===== config.mk =====
export PLATFORM = sky130hd
export DESIGN_NAME = dhsi_status_irq
export DESIGN_NICKNAME = d
export VERILOG_FILES = /design/src/logic/dhsi_pkg.sv /design/src/logic/dhsi_status_irq.sv
export SDC_FILE = /design/constraint.sdc
export NUM_CORES = 1
export LEC_CHECK = 0
export BUFFER_PORTS_ARGS = -buffer_cell sky130_fd_sc_hd__buf_4
export CAP_MARGIN = 20
export CORE_MARGIN = 3
export CORE_UTILIZATION = 50
export CTS_BUF_LIST = sky130_fd_sc_hd__clkbuf_2 sky130_fd_sc_hd__clkbuf_4 sky130_fd_sc_hd__clkbuf_8
export CTS_CLUSTER_SIZE = 8
export DETAILED_ROUTE_END_ITERATION = 16
export MAX_ROUTING_LAYER = met4
export PLACE_DENSITY = 0.71
export SETUP_SLACK_MARGIN = 0.3
export SYNTH_ARGS = -nofsm -noshare
export SYNTH_HDL_FRONTEND = slang
export SYNTH_SLANG_ARGS = --single-unit

===== constraint.sdc =====
create_clock -name clk -period 3.15 [get_ports clk]
set_input_delay 0.1575 -clock clk [delete_from_list [all_inputs] [get_ports clk]]
set_output_delay 0.1575 -clock clk [all_outputs]
set_load 0.02 [all_outputs]

===== src/logic/dhsi_pkg.sv =====
// Package: register map, field layout and carrier types of the DMA/HDLC status block
package dhsi_pkg;
    localparam int unsigned ADDR_W = 8;
    localparam logic [7:0] MST_STATUS_OFS = 8'h20;
    localparam logic [7:0] MST_MASK_OFS = 8'h24;
    localparam logic [7:0] DMA_STATUS_OFS = 8'h28;
    localparam logic [7:0] DMA_MASK_OFS = 8'h2C;
    localparam logic [7:0] RX_QCTL_OFS = 8'h30;
    localparam logic [7:0] TX_QCTL_OFS = 8'h34;
    localparam logic [7:0] DMA_CLEAR_OFS = 8'h38;

    localparam int unsigned MST_PAR_BIT = 4;
    localparam int unsigned MST_LBE_BIT = 14;
    localparam int unsigned MST_LBI_BIT = 15;
    localparam logic [15:0] MST_IMPL = 16'hC010;

    localparam int unsigned CRC_BIT = 2;
    localparam int unsigned ABRT_BIT = 3;
    localparam int unsigned LEN_BIT = 4;
    localparam int unsigned OVFL_BIT = 5;
    localparam int unsigned LFR_BIT = 6;
    localparam int unsigned LFE_BIT = 7;
    localparam int unsigned SFR_BIT = 8;
    localparam int unsigned SFE_BIT = 9;
    localparam int unsigned RDW_BIT = 10;
    localparam int unsigned RDF_BIT = 11;
    localparam int unsigned UDFL_BIT = 12;
    localparam int unsigned TPR_BIT = 13;
    localparam int unsigned TDW_BIT = 14;
    localparam int unsigned TDF_BIT = 15;
    localparam logic [15:0] DMA_IMPL = 16'hFFFC;

    localparam int unsigned THR_LSB = 0;
    localparam int unsigned THR_W = 3;
    localparam int unsigned QCNT_W = 8;
    localparam logic [15:0] REG_RESET = 16'h0000;
    localparam logic [2:0] THR_RESET = 3'h0;

    typedef struct packed {
        logic crc_err;
        logic abort;
        logic len_err;
        logic rx_ovfl;
        logic large_read;
        logic large_empty;
        logic small_read;
        logic small_empty;
        logic rx_done_wr;
        logic rx_done_full;
        logic tx_udfl;
        logic pend_read;
        logic tx_done_wr;
        logic tx_done_full;
    } dhsi_dma_evt_t;

    typedef struct packed {
        logic parity_err;
        logic lbus_timeout;
        logic lbus_irq;
    } dhsi_mst_evt_t;
endpackage : dhsi_pkg


===== src/logic/dhsi_status_irq.sv =====
// DMA/HDLC event status, interrupt masks and interrupt pins behind an APB slave
//
// Functional notes
// - Master mask bits 4,14,15 gate master events
// - DMA status at 0x28, resets zero, 1:0 reserved
// - Bit 2 latches CRC error, read clears
// - Bit 3 latches abort, read clears
// - Bit 4 latches length violations, read clears
// - Bit 5 latches receive FIFO overflow
// - Bit 6 latches large free-queue read
// - Bit 7 latches large free-queue empty read
// - Bit 8 latches small free-queue read
// - Bit 9 latches small free-queue empty read
// - Bit 10 per receive done-queue threshold
// - Bit 11 latches receive done-queue full write
// - Bit 12 latches transmit FIFO underflow
// - Bit 13 latches pending-queue read
// - Bit 14 per transmit done-queue threshold
// - Bit 15 latches transmit done-queue full write
// - Unmasked DMA bits drive host pin, and local pin only in configuration mode
// - DMA mask at 0x2C, resets zero
//
// Chosen here: the APB register port.
`timescale 1ns/1ps
module dhsi_status_irq (
    input wire logic clk,
    input wire logic rstn,
    input wire logic psel,
    input wire logic penable,
    input wire logic pwrite,
    input wire logic [dhsi_pkg::ADDR_W-1:0] paddr,
    input wire logic [31:0] pwdata,
    input wire logic [3:0] pstrb,
    output logic [31:0] prdata,
    output logic pready,
    output logic pslverr,
    input wire dhsi_pkg::dhsi_dma_evt_t dma_evt,
    input wire dhsi_pkg::dhsi_mst_evt_t mst_evt,
    input wire logic local_cfg_mode,
    output logic host_irq_pin,
    output logic local_irq_pin
);
    import dhsi_pkg::*;

    // Done-queue threshold: 0 means every write, k means 2**k writes
    function automatic logic thr_hit(input logic [QCNT_W-1:0] cnt, input logic [THR_W-1:0] thr);
        logic [QCNT_W:0] need;
        need = 9'h001 << thr;
        thr_hit = ({1'b0, cnt} + 9'h001) >= need;
    endfunction : thr_hit

    function automatic logic [15:0] lane_merge(input logic [15:0] old, input logic [31:0] wd,
                                              input logic [3:0] be);
        lane_merge = {be[1] ? wd[15:8] : old[15:8], be[0] ? wd[7:0] : old[7:0]};
    endfunction : lane_merge

    logic [15:0] dma_status_q;
    logic [15:0] dma_status_d;
    logic [15:0] dma_mask_q;
    logic [15:0] mst_status_q;
    logic [15:0] mst_status_d;
    logic [15:0] mst_mask_q;
    logic [THR_W-1:0] rx_thr_q;
    logic [THR_W-1:0] tx_thr_q;
    logic [QCNT_W-1:0] rx_cnt_q;
    logic [QCNT_W-1:0] rx_cnt_d;
    logic [QCNT_W-1:0] tx_cnt_q;
    logic [QCNT_W-1:0] tx_cnt_d;
    logic [31:0] prdata_q;
    logic [31:0] prdata_d;
    logic pready_q;
    logic pslverr_q;
    logic pslverr_d;
    logic host_irq_q;
    logic local_irq_q;
    logic cfg_meta_q;
    logic cfg_sync_q;

    // APB decode: one wait state, request completes when pready_q is high
    wire access = psel & penable;
    wire done = access & pready_q;
    wire wr_done = done & pwrite;
    wire rd_done = done & ~pwrite;
    wire sel_mst_st = paddr == MST_STATUS_OFS;
    wire sel_mst_mk = paddr == MST_MASK_OFS;
    wire sel_dma_st = paddr == DMA_STATUS_OFS;
    wire sel_dma_mk = paddr == DMA_MASK_OFS;
    wire sel_rxq = paddr == RX_QCTL_OFS;
    wire sel_txq = paddr == TX_QCTL_OFS;
    wire sel_clr = paddr == DMA_CLEAR_OFS;
    wire mapped = sel_mst_st | sel_mst_mk | sel_dma_st | sel_dma_mk | sel_rxq | sel_txq | sel_clr;
    wire [15:0] wmask = {{8{pstrb[1]}}, {8{pstrb[0]}}};

    wire [15:0] dma_rd_clr = (rd_done & sel_dma_st) ? DMA_IMPL : 16'h0000;
    wire [15:0] dma_wr_clr = (wr_done & sel_clr) ? (pwdata[15:0] & wmask & DMA_IMPL) : 16'h0000;
    wire [15:0] mst_rd_clr = (rd_done & sel_mst_st) ? MST_IMPL : 16'h0000;

    wire rx_hit = dma_evt.rx_done_wr & thr_hit(rx_cnt_q, rx_thr_q);
    wire tx_hit = dma_evt.tx_done_wr & thr_hit(tx_cnt_q, tx_thr_q);
    assign rx_cnt_d = rx_hit ? 8'h00 : (dma_evt.rx_done_wr ? rx_cnt_q + 8'h01 : rx_cnt_q);
    assign tx_cnt_d = tx_hit ? 8'h00 : (dma_evt.tx_done_wr ? tx_cnt_q + 8'h01 : tx_cnt_q);

    wire [15:0] dma_set = {
        dma_evt.tx_done_full,
        tx_hit,
        dma_evt.pend_read,
        dma_evt.tx_udfl,
        dma_evt.rx_done_full,
        rx_hit,
        dma_evt.small_empty,
        dma_evt.small_read,
        dma_evt.large_empty,
        dma_evt.large_read,
        dma_evt.rx_ovfl,
        dma_evt.len_err,
        dma_evt.abort,
        dma_evt.crc_err,
        2'b00
    };

    wire [15:0] mst_set = {mst_evt.lbus_irq, mst_evt.lbus_timeout, 9'h000, mst_evt.parity_err, 4'h0};

    assign dma_status_d = ((dma_status_q & ~dma_rd_clr & ~dma_wr_clr) | dma_set) & DMA_IMPL;
    assign mst_status_d = ((mst_status_q & ~mst_rd_clr) | mst_set) & MST_IMPL;

    wire [15:0] dma_pend = dma_status_q & dma_mask_q;
    wire [15:0] mst_pend = mst_status_q & mst_mask_q;
    wire mst_local = mst_pend[MST_PAR_BIT] | mst_pend[MST_LBE_BIT];
    wire host_irq_d = (|dma_pend) | (|mst_pend);
    // Local pin only in configuration mode, local interrupt not looped back
    wire local_irq_d = cfg_sync_q & ((|dma_pend) | mst_local);

    assign prdata_d = !mapped ? 32'h0000_0000 :
                      sel_mst_st ? {16'h0000, mst_status_q} :
                      sel_mst_mk ? {16'h0000, mst_mask_q} :
                      sel_dma_st ? {16'h0000, dma_status_q} :
                      sel_dma_mk ? {16'h0000, dma_mask_q} :
                      sel_rxq ? {29'h0000_0000, rx_thr_q} :
                      sel_txq ? {29'h0000_0000, tx_thr_q} :
                      32'h0000_0000;
    assign pslverr_d = access & ~pready_q & ~mapped;

    always_ff @(posedge clk) begin
        if (!rstn) begin
            pready_q <= 1'b0;
            pslverr_q <= 1'b0;
            prdata_q <= 32'h0000_0000;
        end else begin
            pready_q <= access & ~pready_q;
            pslverr_q <= pslverr_d;
            if (access & ~pready_q & ~pwrite) begin
                prdata_q <= prdata_d;
            end
        end
    end

    always_ff @(posedge clk) begin
        if (!rstn) begin
            dma_status_q <= REG_RESET;
            mst_status_q <= REG_RESET;
            rx_cnt_q <= 8'h00;
            tx_cnt_q <= 8'h00;
        end else begin
            dma_status_q <= dma_status_d;
            mst_status_q <= mst_status_d;
            rx_cnt_q <= rx_cnt_d;
            tx_cnt_q <= tx_cnt_d;
        end
    end

    always_ff @(posedge clk) begin
        if (!rstn) begin
            dma_mask_q <= REG_RESET;
            mst_mask_q <= REG_RESET;
            rx_thr_q <= THR_RESET;
            tx_thr_q <= THR_RESET;
        end else if (wr_done) begin
            if (sel_dma_mk) begin
                dma_mask_q <= lane_merge(dma_mask_q, pwdata, pstrb) & DMA_IMPL;
            end
            if (sel_mst_mk) begin
                mst_mask_q <= lane_merge(mst_mask_q, pwdata, pstrb) & MST_IMPL;
            end
            if (sel_rxq & pstrb[0]) begin
                rx_thr_q <= pwdata[THR_LSB +: THR_W];
            end
            if (sel_txq & pstrb[0]) begin
                tx_thr_q <= pwdata[THR_LSB +: THR_W];
            end
        end
    end

    always_ff @(posedge clk) begin
        if (!rstn) begin
            cfg_meta_q <= 1'b0;
            cfg_sync_q <= 1'b0;
            host_irq_q <= 1'b0;
            local_irq_q <= 1'b0;
        end else begin
            cfg_meta_q <= local_cfg_mode;
            cfg_sync_q <= cfg_meta_q;
            host_irq_q <= host_irq_d;
            local_irq_q <= local_irq_d;
        end
    end

    assign prdata = prdata_q;
    assign pready = pready_q;
    assign pslverr = pslverr_q;
    assign host_irq_pin = host_irq_q;
    assign local_irq_pin = local_irq_q;
endmodule : dhsi_status_irq


Word-level counts from Yosys, hierarchy flattened
Index checks and enable logic that the tools add are counted.

cells by class
  add/sub/neg operators = 4
  $mul = 0
  divide/modulo/power cells = 0
  $lt $le $gt $ge = 2
  equal/unequal tests = 7
  shift-type cells = 2
  muxes and demuxes = 10
  bitwise logic cells = 39
  reductions and logical operators = 10

operators by type and width
  operator               number
  $mux W16               8
  $and A16 B16 Y16       6
  $eq A8 B6 Y1 const B   7
  $not A16 Y16           3
  $or A16 B16 Y16        2
  $reduce_or A16 Y1      2
  $add A8 B1 Y9 const B  2
  $ge A9 B9 Y1           2
  $shl A1 B3 Y9 const A  2
  $add A8 B1 Y8 const B  2
  $and A1 B1 Y1          15
  $reduce_and A3 Y1      4
  $or A1 B1 Y1           9
  $mux W3                2
  $not A1 Y1             4
  $reduce_and A2 Y1      2
  $reduce_or A2 Y1       2

storage, ports and cells
  register bits after elaboration = 109
  latch bits = 0
  memory bits (writable) = 0
  bits in read-only memories = 0
  logic and storage cells = 93
  memories kept = 0

Depth between registers and ports, before layout
Gate-level depths: netlist of run 1.

  depth in word-level cells = 9
  gate-level depth with buffers = 11

Worst setup path before layout of run 1
No wires, ideal clock.

  path type = register to register
  start = register rx_cnt_q[0]
  end = register rx_cnt_q[6]
  arrival time = 2.655 ns
  slack = 0.416 ns
  cell stages (with the launch flop) = 12
  clock period less this slack = 2.734 ns
  cells stage by stage = dfxtp_1 -> ha_1 -> nand3_1 -> or2_2 -> clkbuf_1 -> xnor2_1 -> ha_1 -> a21o_1 -> a21oi_1 -> clkbuf_1 -> o21ai_0 -> o211ai_1

on the way
  word-level cells in the longest chain between the ends = 4

ends and longest elaborated chain
  item                               line                    text
  start, declared                    dhsi_status_irq.sv:65   logic [QCNT_W-1:0] rx_cnt_q;
  start signal, assigned             dhsi_status_irq.sv:166  rx_cnt_q <= rx_cnt_d;
  $add A8 B1 Y9                      dhsi_status_irq.sv:49   thr_hit = ({1'b0, cnt} + 9'h001) >= need;
  $ge A9 B9 Y1                       dhsi_status_irq.sv:49
  $and A1 B1 Y1                      dhsi_status_irq.sv:98   wire rx_hit = dma_evt.rx_done_wr & thr_hit(rx_cnt_q, rx_thr_q);
  $reduce_or A2 Y1 (no source line)  n/a

Several ways; a longest one is shown, not always the timed one.
A chain may end at the register's enable or synchronous reset.

Final worst setup path of run 1
  start = register rx_cnt_q[0]
  end = register rx_cnt_q[7]

The elaborated chain is that of the path after synthesis.

==> results of run 1 <==
how the worst min path moves through the flow:
stage | from | endpoint | cells after the start
after floorplan | local_cfg_mode | cfg_meta_q | 1
after global placement | local_cfg_mode | cfg_meta_q | 2
after detailed placement | local_cfg_mode | cfg_meta_q | 2
after CTS | local_cfg_mode | cfg_meta_q | 2
after global routing | local_cfg_mode | cfg_meta_q | 2
final | local_cfg_mode | cfg_meta_q | 2
power by group through the flow:
stage	clock network, mW	logic, mW	registers [mW]
floorplan	0	0.0987	1.04
global placement	0	0.155	1.04
detailed placement	0	0.157	1.04
CTS	0.810	0.158	1.02
global route	0.853	0.173	1.02
finish	0.799	0.159	1.02
cells by family after synthesis:
family / after synthesis / synth area share (%)
adder cells (fa/ha/maj): 18 / 5.190
buffers and inverters: 52 / 6.084
multiplexers: 31 / 7.497
AO/OA/AOI/OAI: 111 / 17.62
other: 1 / 0.08642
AND/OR/NAND/NOR: 192 / 25.12
flip-flops: 78 / 35.99
XOR/XNOR: 12 / 2.422
through the flow:
step / setup WS, ps / total power, mW / cell area [um^2] / util, % / instances
6_report: 485.6 / 1.976 / 5074 / 60.83 / 663
5_1_grt: 316.2 / 2.047 / 5074 / 60.83 / 663
4_1_cts: 388.3 / 1.986 / 5050 / 60.55 / 661
3_5_place_dp: 400.3 / 1.198 / 4847 / 58.12 / 645
3_3_place_gp: 463.9 / 1.195 / 4847 / 58.12 / 645
2_1_floorplan: 415.6 / 1.136 / 4395 / - / 510
worst max-delay path: cells and delay by family (launching register included):
kind	cells	cell delay, ps
AO/OA/AOI/OAI	2	480
XOR/XNOR	1	140
adder cells (fa/ha/maj)	2	550
flip-flops	1	420
AND/OR/NAND/NOR	3	930
what timing repair did:
action	in CTS	in global routing
gates resized for setup	0	6
hold buffers	0	0
endpoints found under the setup margin	0	11
buffers inserted	0	1
metal layers:
metal	vias up	part of all wire (%)	track usage [%]
met5	-	0	-
met2	110	45	32.54
met1	1781	47	29.09
li1	1881	-	-
met3	13	6.5	4.418
met4	0	1.5	7.248
registers in the layout, summed over array words and instances, names as in the netlist:
register,cells
dma_status_q,14
cfg_sync_q,1
rx_cnt_q,8
tx_thr_q,3
dma_mask_q,14
rx_thr_q,3
mst_mask_q,3
cfg_meta_q,1
prdata,16
tx_cnt_q,8
host_irq_pin,1
mst_status_q,3
pslverr,1
local_irq_pin,1
pready,1
Yosys cell counts (all sizes together), types with 2 or more instances:
library cell,count,area share (%)
ha,18,5.2
o211ai,11,1.9
nand2b,9,1.3
nand4,4,0.58
a31oi,18,2.6
and4,2,0.40
mux2,2,0.52
a211oi,2,0.35
nand3b,9,1.6
a21boi,8,1.4
nor2,21,1.8
nor4b,2,0.55
buf,18,3.1
o2111ai,6,1.2
xnor2,7,1.4
nand3,26,3.0
a21oi,8,0.92
or3b,2,0.40
nor2b,43,6.2
and3b,2,0.40
o21ai,22,2.5
mux2i,28,6.5
and2,4,0.58
o21a,4,0.69
nor3b,4,0.69
nand2,45,3.9
a221oi,2,0.40
a22o,9,1.8
a22oi,16,2.8
dfxtp,78,36
nor3,5,0.58
xor2,5,1.0
nor4,3,1.3
and3,6,0.87
clkbuf,24,2.1
inv,10,0.87
cells in the final DEF (no fill, tap or decap), types with 2 or more instances in the layout:
cell / n
a22oi_1: 16
nor4_4: 2
a22o_1: 9
clkbuf_8: 9
ha_1: 16
nand4_1: 4
nor3_1: 5
o211ai_1: 11
buf_4: 73
inv_1: 10
o21ai_0: 21
nand3_1: 26
nor4b_2: 2
mux2_2: 2
a21oi_1: 7
a211oi_1: 2
xnor2_1: 7
nand3b_1: 9
xor2_1: 5
o21a_1: 4
inv_6: 4
or3b_2: 2
nand2_1: 45
o2111ai_1: 6
nor2_1: 20
mux2i_1: 28
and3_1: 6
a221oi_1: 2
nor3b_1: 4
ha_2: 2
nand2b_1: 9
and3b_1: 2
dfxtp_1: 78
a21boi_0: 8
a31oi_1: 18
and2_1: 4
nor2b_1: 43
and4_1: 2
conb_1: 16
area by class of cell:
class / count / area (um^2) / area share [%]
Clock buffer: 9 / 123.9 / 2.441
Clock inverter: 7 / 78.83 / 1.554
Inverter: 10 / 37.54 / 0.7398
Multi-Input combinational cell: 380 / 2587 / 51.00
Sequential cell: 78 / 1562 / 30.78
Tap cell: 105 / 131.4 / 2.589
Timing Repair Buffer: 74 / 553.0 / 10.90
==> qor.txt, run 1 <==
core footprint: 8341 um^2
vias in the first global route: 3513
hold violation count in the final report: 0
warnings from Yosys: 0
Setup CP Type: flop to flop
Die Ht: 99.16 um
PwrDens: 389.4 nW/um^2
initial antenna violation count: 0
flop2flop setup slack: 490 ps
Final #Nets: 638
Min-Delay Path Class: input pin to flop
CP Capture Type: flop
CP max FO: 15
Max VDD drop: 0.1937 mV
NetSw: 521.4 uW
fmax: 0.3753 GHz
Tcrit/Tclk final: 84.58%
Slew Limit Fails: 0
Reg-to-Reg End: rx_cnt_q[7]
RSZ-0062 raised after global routing: false
I/O Buffers: 68
Critical Path End: rx_cnt_q[7]
final HPWL from detailed placement: 7490 um
Fill cells: 762
Finish-stage setup viols: 0
slowest stage delay, CP: 420 ps
crit path launch: rx_cnt_q[0]
fraction of layout cells with a size suffix above 1: 19.18%
post-synth cell types: 53
vias after detailed routing: 3785
Flop pwr share: 51.5%
Max-Cap Viols: 0
number of synthesized register bits: 78
Internal: 1.454 mW
first-pass GRT wire length: 16810 um
EDFF count, synth: 0
ANT cells: 0
Post-route DRC: 0
CP cell instances: ha_2, nand3_1, or2_2, xnor2_1, ha_1, nand3_1, o2111ai_1, a31oi_1
Slew HR: 55.63%
outcome: finished clean
Root Buffer: clkbuf_8
Mapped Cells: 495
WHS: 5.418 ps
CP startpoint kind: flop
combinational share of power: 8.0%
drt pass-1 iters: 5
die width: 99.16 um
mapped cell area: 4339 um^2
GR Overflow Total: 0
CTS buffer count: 9
clock share of power: 40.4%
cell repeated most along the worst path: nand3_1
Clk pin slew, worst setup/hold paths: 90 ps
worst flop-to-flop path startpoint: rx_cnt_q[0]
Max Root-Sink Buffers: 2
sw frac: 26.39%
wire per inst: 15.61 um
CP max stage cell: dfxtp_1
worst r2r path cells: 8
FFs w/ async S/R, synth: 0%
CTS Sinks: 78
clk_lat worst skew: 360 ps
leakage power: 2.101 nW
CTS tree: done
H-tree Lvls: 3
Arr. time, crit path: 2890 ps
ys flop type: dfxtp_1
die area: 9832 um^2
Required @ worst endpoint: 3370 ps
Vias/cell: 5.709
setup TNS: 0 ps
I/O pin total: 103
Slew @ Worst Pin: 660.6 ps
largest net degree at the start of global routing: 61
Syn Area/Cell: 8.766 um^2
total wire length: 10350 um
std cell rows: 33
Placer Congestion: 0.8586
Total GRT Usage: 21.62%
starting density of the core: 52.03%
initial DRC count: 173
Worst Skew: 10.11 ps
Tmin final: 2664 ps
Seq/Total Area, Yosys: 35.99%
Area growth, synth to finish: 16.93%
final antenna-violating net count: 0
No activity file was read; power rests on OpenSTA's default activity.
==> run 2, diff against run 1 <==
--- a/config.mk
+++ b/config.mk
@@ -5,6 +5,7 @@
 export SDC_FILE = /design/constraint.sdc
 export NUM_CORES = 1
 export LEC_CHECK = 0
+export ABC_AREA = 1
 export BUFFER_PORTS_ARGS = -buffer_cell sky130_fd_sc_hd__buf_4
 export CAP_MARGIN = 20
 export CORE_MARGIN = 3
@@ -13,7 +14,7 @@
 export CTS_CLUSTER_SIZE = 8
 export DETAILED_ROUTE_END_ITERATION = 16
 export MAX_ROUTING_LAYER = met4
-export PLACE_DENSITY = 0.71
+export PLACE_DENSITY = 0.75
 export SETUP_SLACK_MARGIN = 0.3
 export SYNTH_ARGS = -nofsm -noshare
 export SYNTH_HDL_FRONTEND = slang
==> constraint.sdc (replaced) <==
create_clock -name clk -period 2.3 [get_ports clk]
set_input_delay 0.115 -clock clk [delete_from_list [all_inputs] [get_ports clk]]
set_output_delay 0.115 -clock clk [all_outputs]
set_load 0.02 [all_outputs]
==> qor.txt, run 2 <==
Placer Congestion: 0.9078
Total GRT Usage: 22.58%
WL met3: 686 um
Post-route DRC: 0
crit path launch: rx_cnt_q[0]
die width: 96.96 um
hold violation count in the final report: 0
PwrDens: 532.3 nW/um^2
CP startpoint kind: flop
Max VDD drop: 0.5143 mV
Yosys top cell area share: 37.75%
fmax: 0.4750 GHz
core footprint: 7888 um^2
Max Root-Sink Buffers: 2
Internal: 2.091 mW
Slew Limit Fails: 0
Max-Cap Viols: 0
Area growth, synth to finish: 30.76%
clock share of power: 36.6%
die area: 9400 um^2
number of synthesized register bits: 78
Finish-stage setup viols: 0
dominant cell type by area after synthesis: dfxtp_1
worst path bufs/invs: 0
post-synth cell types: 36
Flop pwr share: 49.2%
I/O Buffers: 68
H-tree Lvls: 3
Largest register FFs: 16
CP delay by family, top: simple AND/OR/NAND/NOR gates
setup TNS: 0 ps
mapped cell area: 4136 um^2
wire per inst: 13.66 um
Slew @ Worst Pin: 658.0 ps
NetSw: 788.1 uW
fraction of layout cells with a size suffix above 1: 23.49%
Seq/Total Area, Yosys: 37.75%
final HPWL from detailed placement: 7490 um
first-pass GRT wire length: 17360 um
RSZ-0062 raised after global routing: true
vias after detailed routing: 4151
combinational share of power: 14.2%
leakage power: 2.364 nW
commonest non-fill, non-tap cell in the layout: nand2_1
CP max FO: 8
CP Capture Type: flop
Worst Skew: 13.61 ps
warnings from Yosys: 0
most frequent cell after synthesis: nand2_1
met2 routed WL: 5271 um
top sig layer: met4
slowest stage delay, CP: 380 ps
ys flop type: dfxtp_1
vias in the first global route: 3854
Vias/cell: 5.301
outcome: finished clean
most frequent cells in the layout: nand2_1 (108), buf_4 (78), dfxtp_1 (70), nor2_1 (69), inv_1 (49)
largest net degree at the start of global routing: 38
Tcrit/Tclk final: 91.54%
Final #Nets: 761
Mapped Cells: 574
I/O pin total: 103
top post-synthesis cells by count: nand2_1 (111), nor2_1 (80), dfxtp_1 (78)
final antenna-violating net count: 0
Die Ht: 96.96 um
clk_lat worst skew: 360 ps
initial DRC count: 173
Syn Area/Cell: 7.206 um^2
worst r2r path cells: 14
GR Overflow Total: 0
Area after DPL: 4691 um^2
sw frac: 27.37%
Final Instance Area: 5409 um^2
worst flop-to-flop path startpoint: rx_cnt_q[0]
CP cell instances: ha_4, nand2_4, nor2_4, nand3_2, xor2_2, ha_4, a21o_1, nand3_1, nand2_1, nor2_1, nand3_1, nand2_2, nand2_4, nor2_2
Setup CP Type: flop to flop
CP max stage cell: dfxtp_4
std cell rows: 32
total wire length: 10690 um
Metal-1 WL: 4551 um
largest cells by area after synthesis: dfxtp_1 (38%), nand2_1 (10%), nor2_1 (7.3%)
flop2flop setup slack: 190 ps
Critical Path End: rx_cnt_q[4]
CTS buffer count: 9
Root Buffer: clkbuf_8
Tmin final: 2105 ps
ANT cells: 0
multi-input combinational cell area: 2450 um^2
starting density of the core: 52.44%
drt pass-1 iters: 4
EDFF count, synth: 0
CTS Sinks: 78
Clk pin slew, worst setup/hold paths: 80 ps
FFs w/ async S/R, synth: 0%
Storage cell area: 1589 um^2
CTS tree: done
Min-Delay Path Class: input pin to flop
Required @ worst endpoint: 2600 ps
Reg-to-Reg End: rx_cnt_q[4]
Arr. time, crit path: 2400 ps
critical path depth: 14
Fill cells: 664
initial antenna violation count: 0
Slew HR: 56.07%
==> run 2: changes by cell type in the layout (fill, tap and decap cells not counted), sizes merged, moves of 8 or more <==
cell,previous run,this run
inv,14,57
nand3,26,39
nor2b,43,0
nand2,45,118
a22oi,16,0
a21oi,8,42
nand2b,9,0
o21ai,22,34
dlygate4sd3,0,24
nand3b,9,0
a21boi,8,0
o211ai,11,1
mux2i,28,7
nor2,21,91
==> run 2: worst min path at each step <==
stage                   start              to  slack, ps  cells past startpoint
2_1_floorplan  local_cfg_mode      cfg_meta_q        210                      2
3_3_place_gp   local_cfg_mode      cfg_meta_q        300                      3
3_5_place_dp   local_cfg_mode      cfg_meta_q        300                      3
4_1_cts            pwdata[15]  mst_mask_q[15]          9                      3
5_1_grt             pwdata[2]   dma_mask_q[2]         20                      3
6_report           pwdata[15]  mst_mask_q[15]         20                      3
==> run 2: cell type report <==
class / count / share of cell area, %
clock buffer: 10 / 2.429
clock inverter: 6 / 1.319
inverter: 57 / 3.956
multi-input combinational: 428 / 45.29
sequential: 78 / 29.38
tap: 102 / 2.359
timing repair buffer: 102 / 15.27
==> run 2: logic make-up (layout without fill, tap and decap cells) <==
family                   Yosys count  in the layout  synth area share, %
AO/OA/AOI/OAI                    110            110                15.15
XOR/XNOR                          13             13                2.753
adder cells (fa/ha/maj)           18             18                5.445
buffers and inverters             83            175                9.347
flip-flops                        78             78                37.75
multiplexers                       7              7                1.694
other                              1             16              0.09066
AND/OR/NAND/NOR                  264            264                27.77
==> run 2: routing by layer <==
| metal | up-vias | global-route usage [%] |
|---|---|---|
| li1 | 2072 | - |
| met1 | 1917 | 28.15 |
| met2 | 143 | 36.31 |
| met3 | 19 | 5.624 |
| met4 | 0 | 6.695 |
| met5 | - | - |
==> run 2: timing repair <==
item	in CTS	in global routing
endpoints found under the setup margin	18	18
hold buffers	24	0
setup buffers	6	2
endpoints found under the hold margin	24	0
pin swaps	11	13
resized for setup	19	29
==> run 2: power groups by stage <==
stage | Clock [mW] | Sequential, mW | Combinational, mW
after floorplan | 0 | 1.44 | 0.243
after global placement | 0 | 1.45 | 0.336
after detailed placement | 0 | 1.45 | 0.344
after CTS | 1.08 | 1.42 | 0.388
after global routing | 1.12 | 1.42 | 0.452
final | 1.05 | 1.42 | 0.409
==> run 2: metrics by stage <==
stage	hold slack, ps	instances	total power [mW]	util [%]	setup WS, ps
2_1_floorplan	212.6	589	1.688	-	312.6
3_3_place_gp	302.7	735	1.785	59.47	112.3
3_5_place_dp	298.7	735	1.795	59.47	37.01
4_1_cts	8.595	781	2.883	66.69	184.4
5_1_grt	22.73	783	2.999	68.58	51.07
6_report	18.21	783	2.879	68.58	194.6
==> run 2: worst min-delay path, delay by kind of cell <==
| kind | cells | cell delay [ps] |
|---|---|---|
| and+or+nand+nor | 2 | 120 |
| buffers and inverters | 1 | 100 |
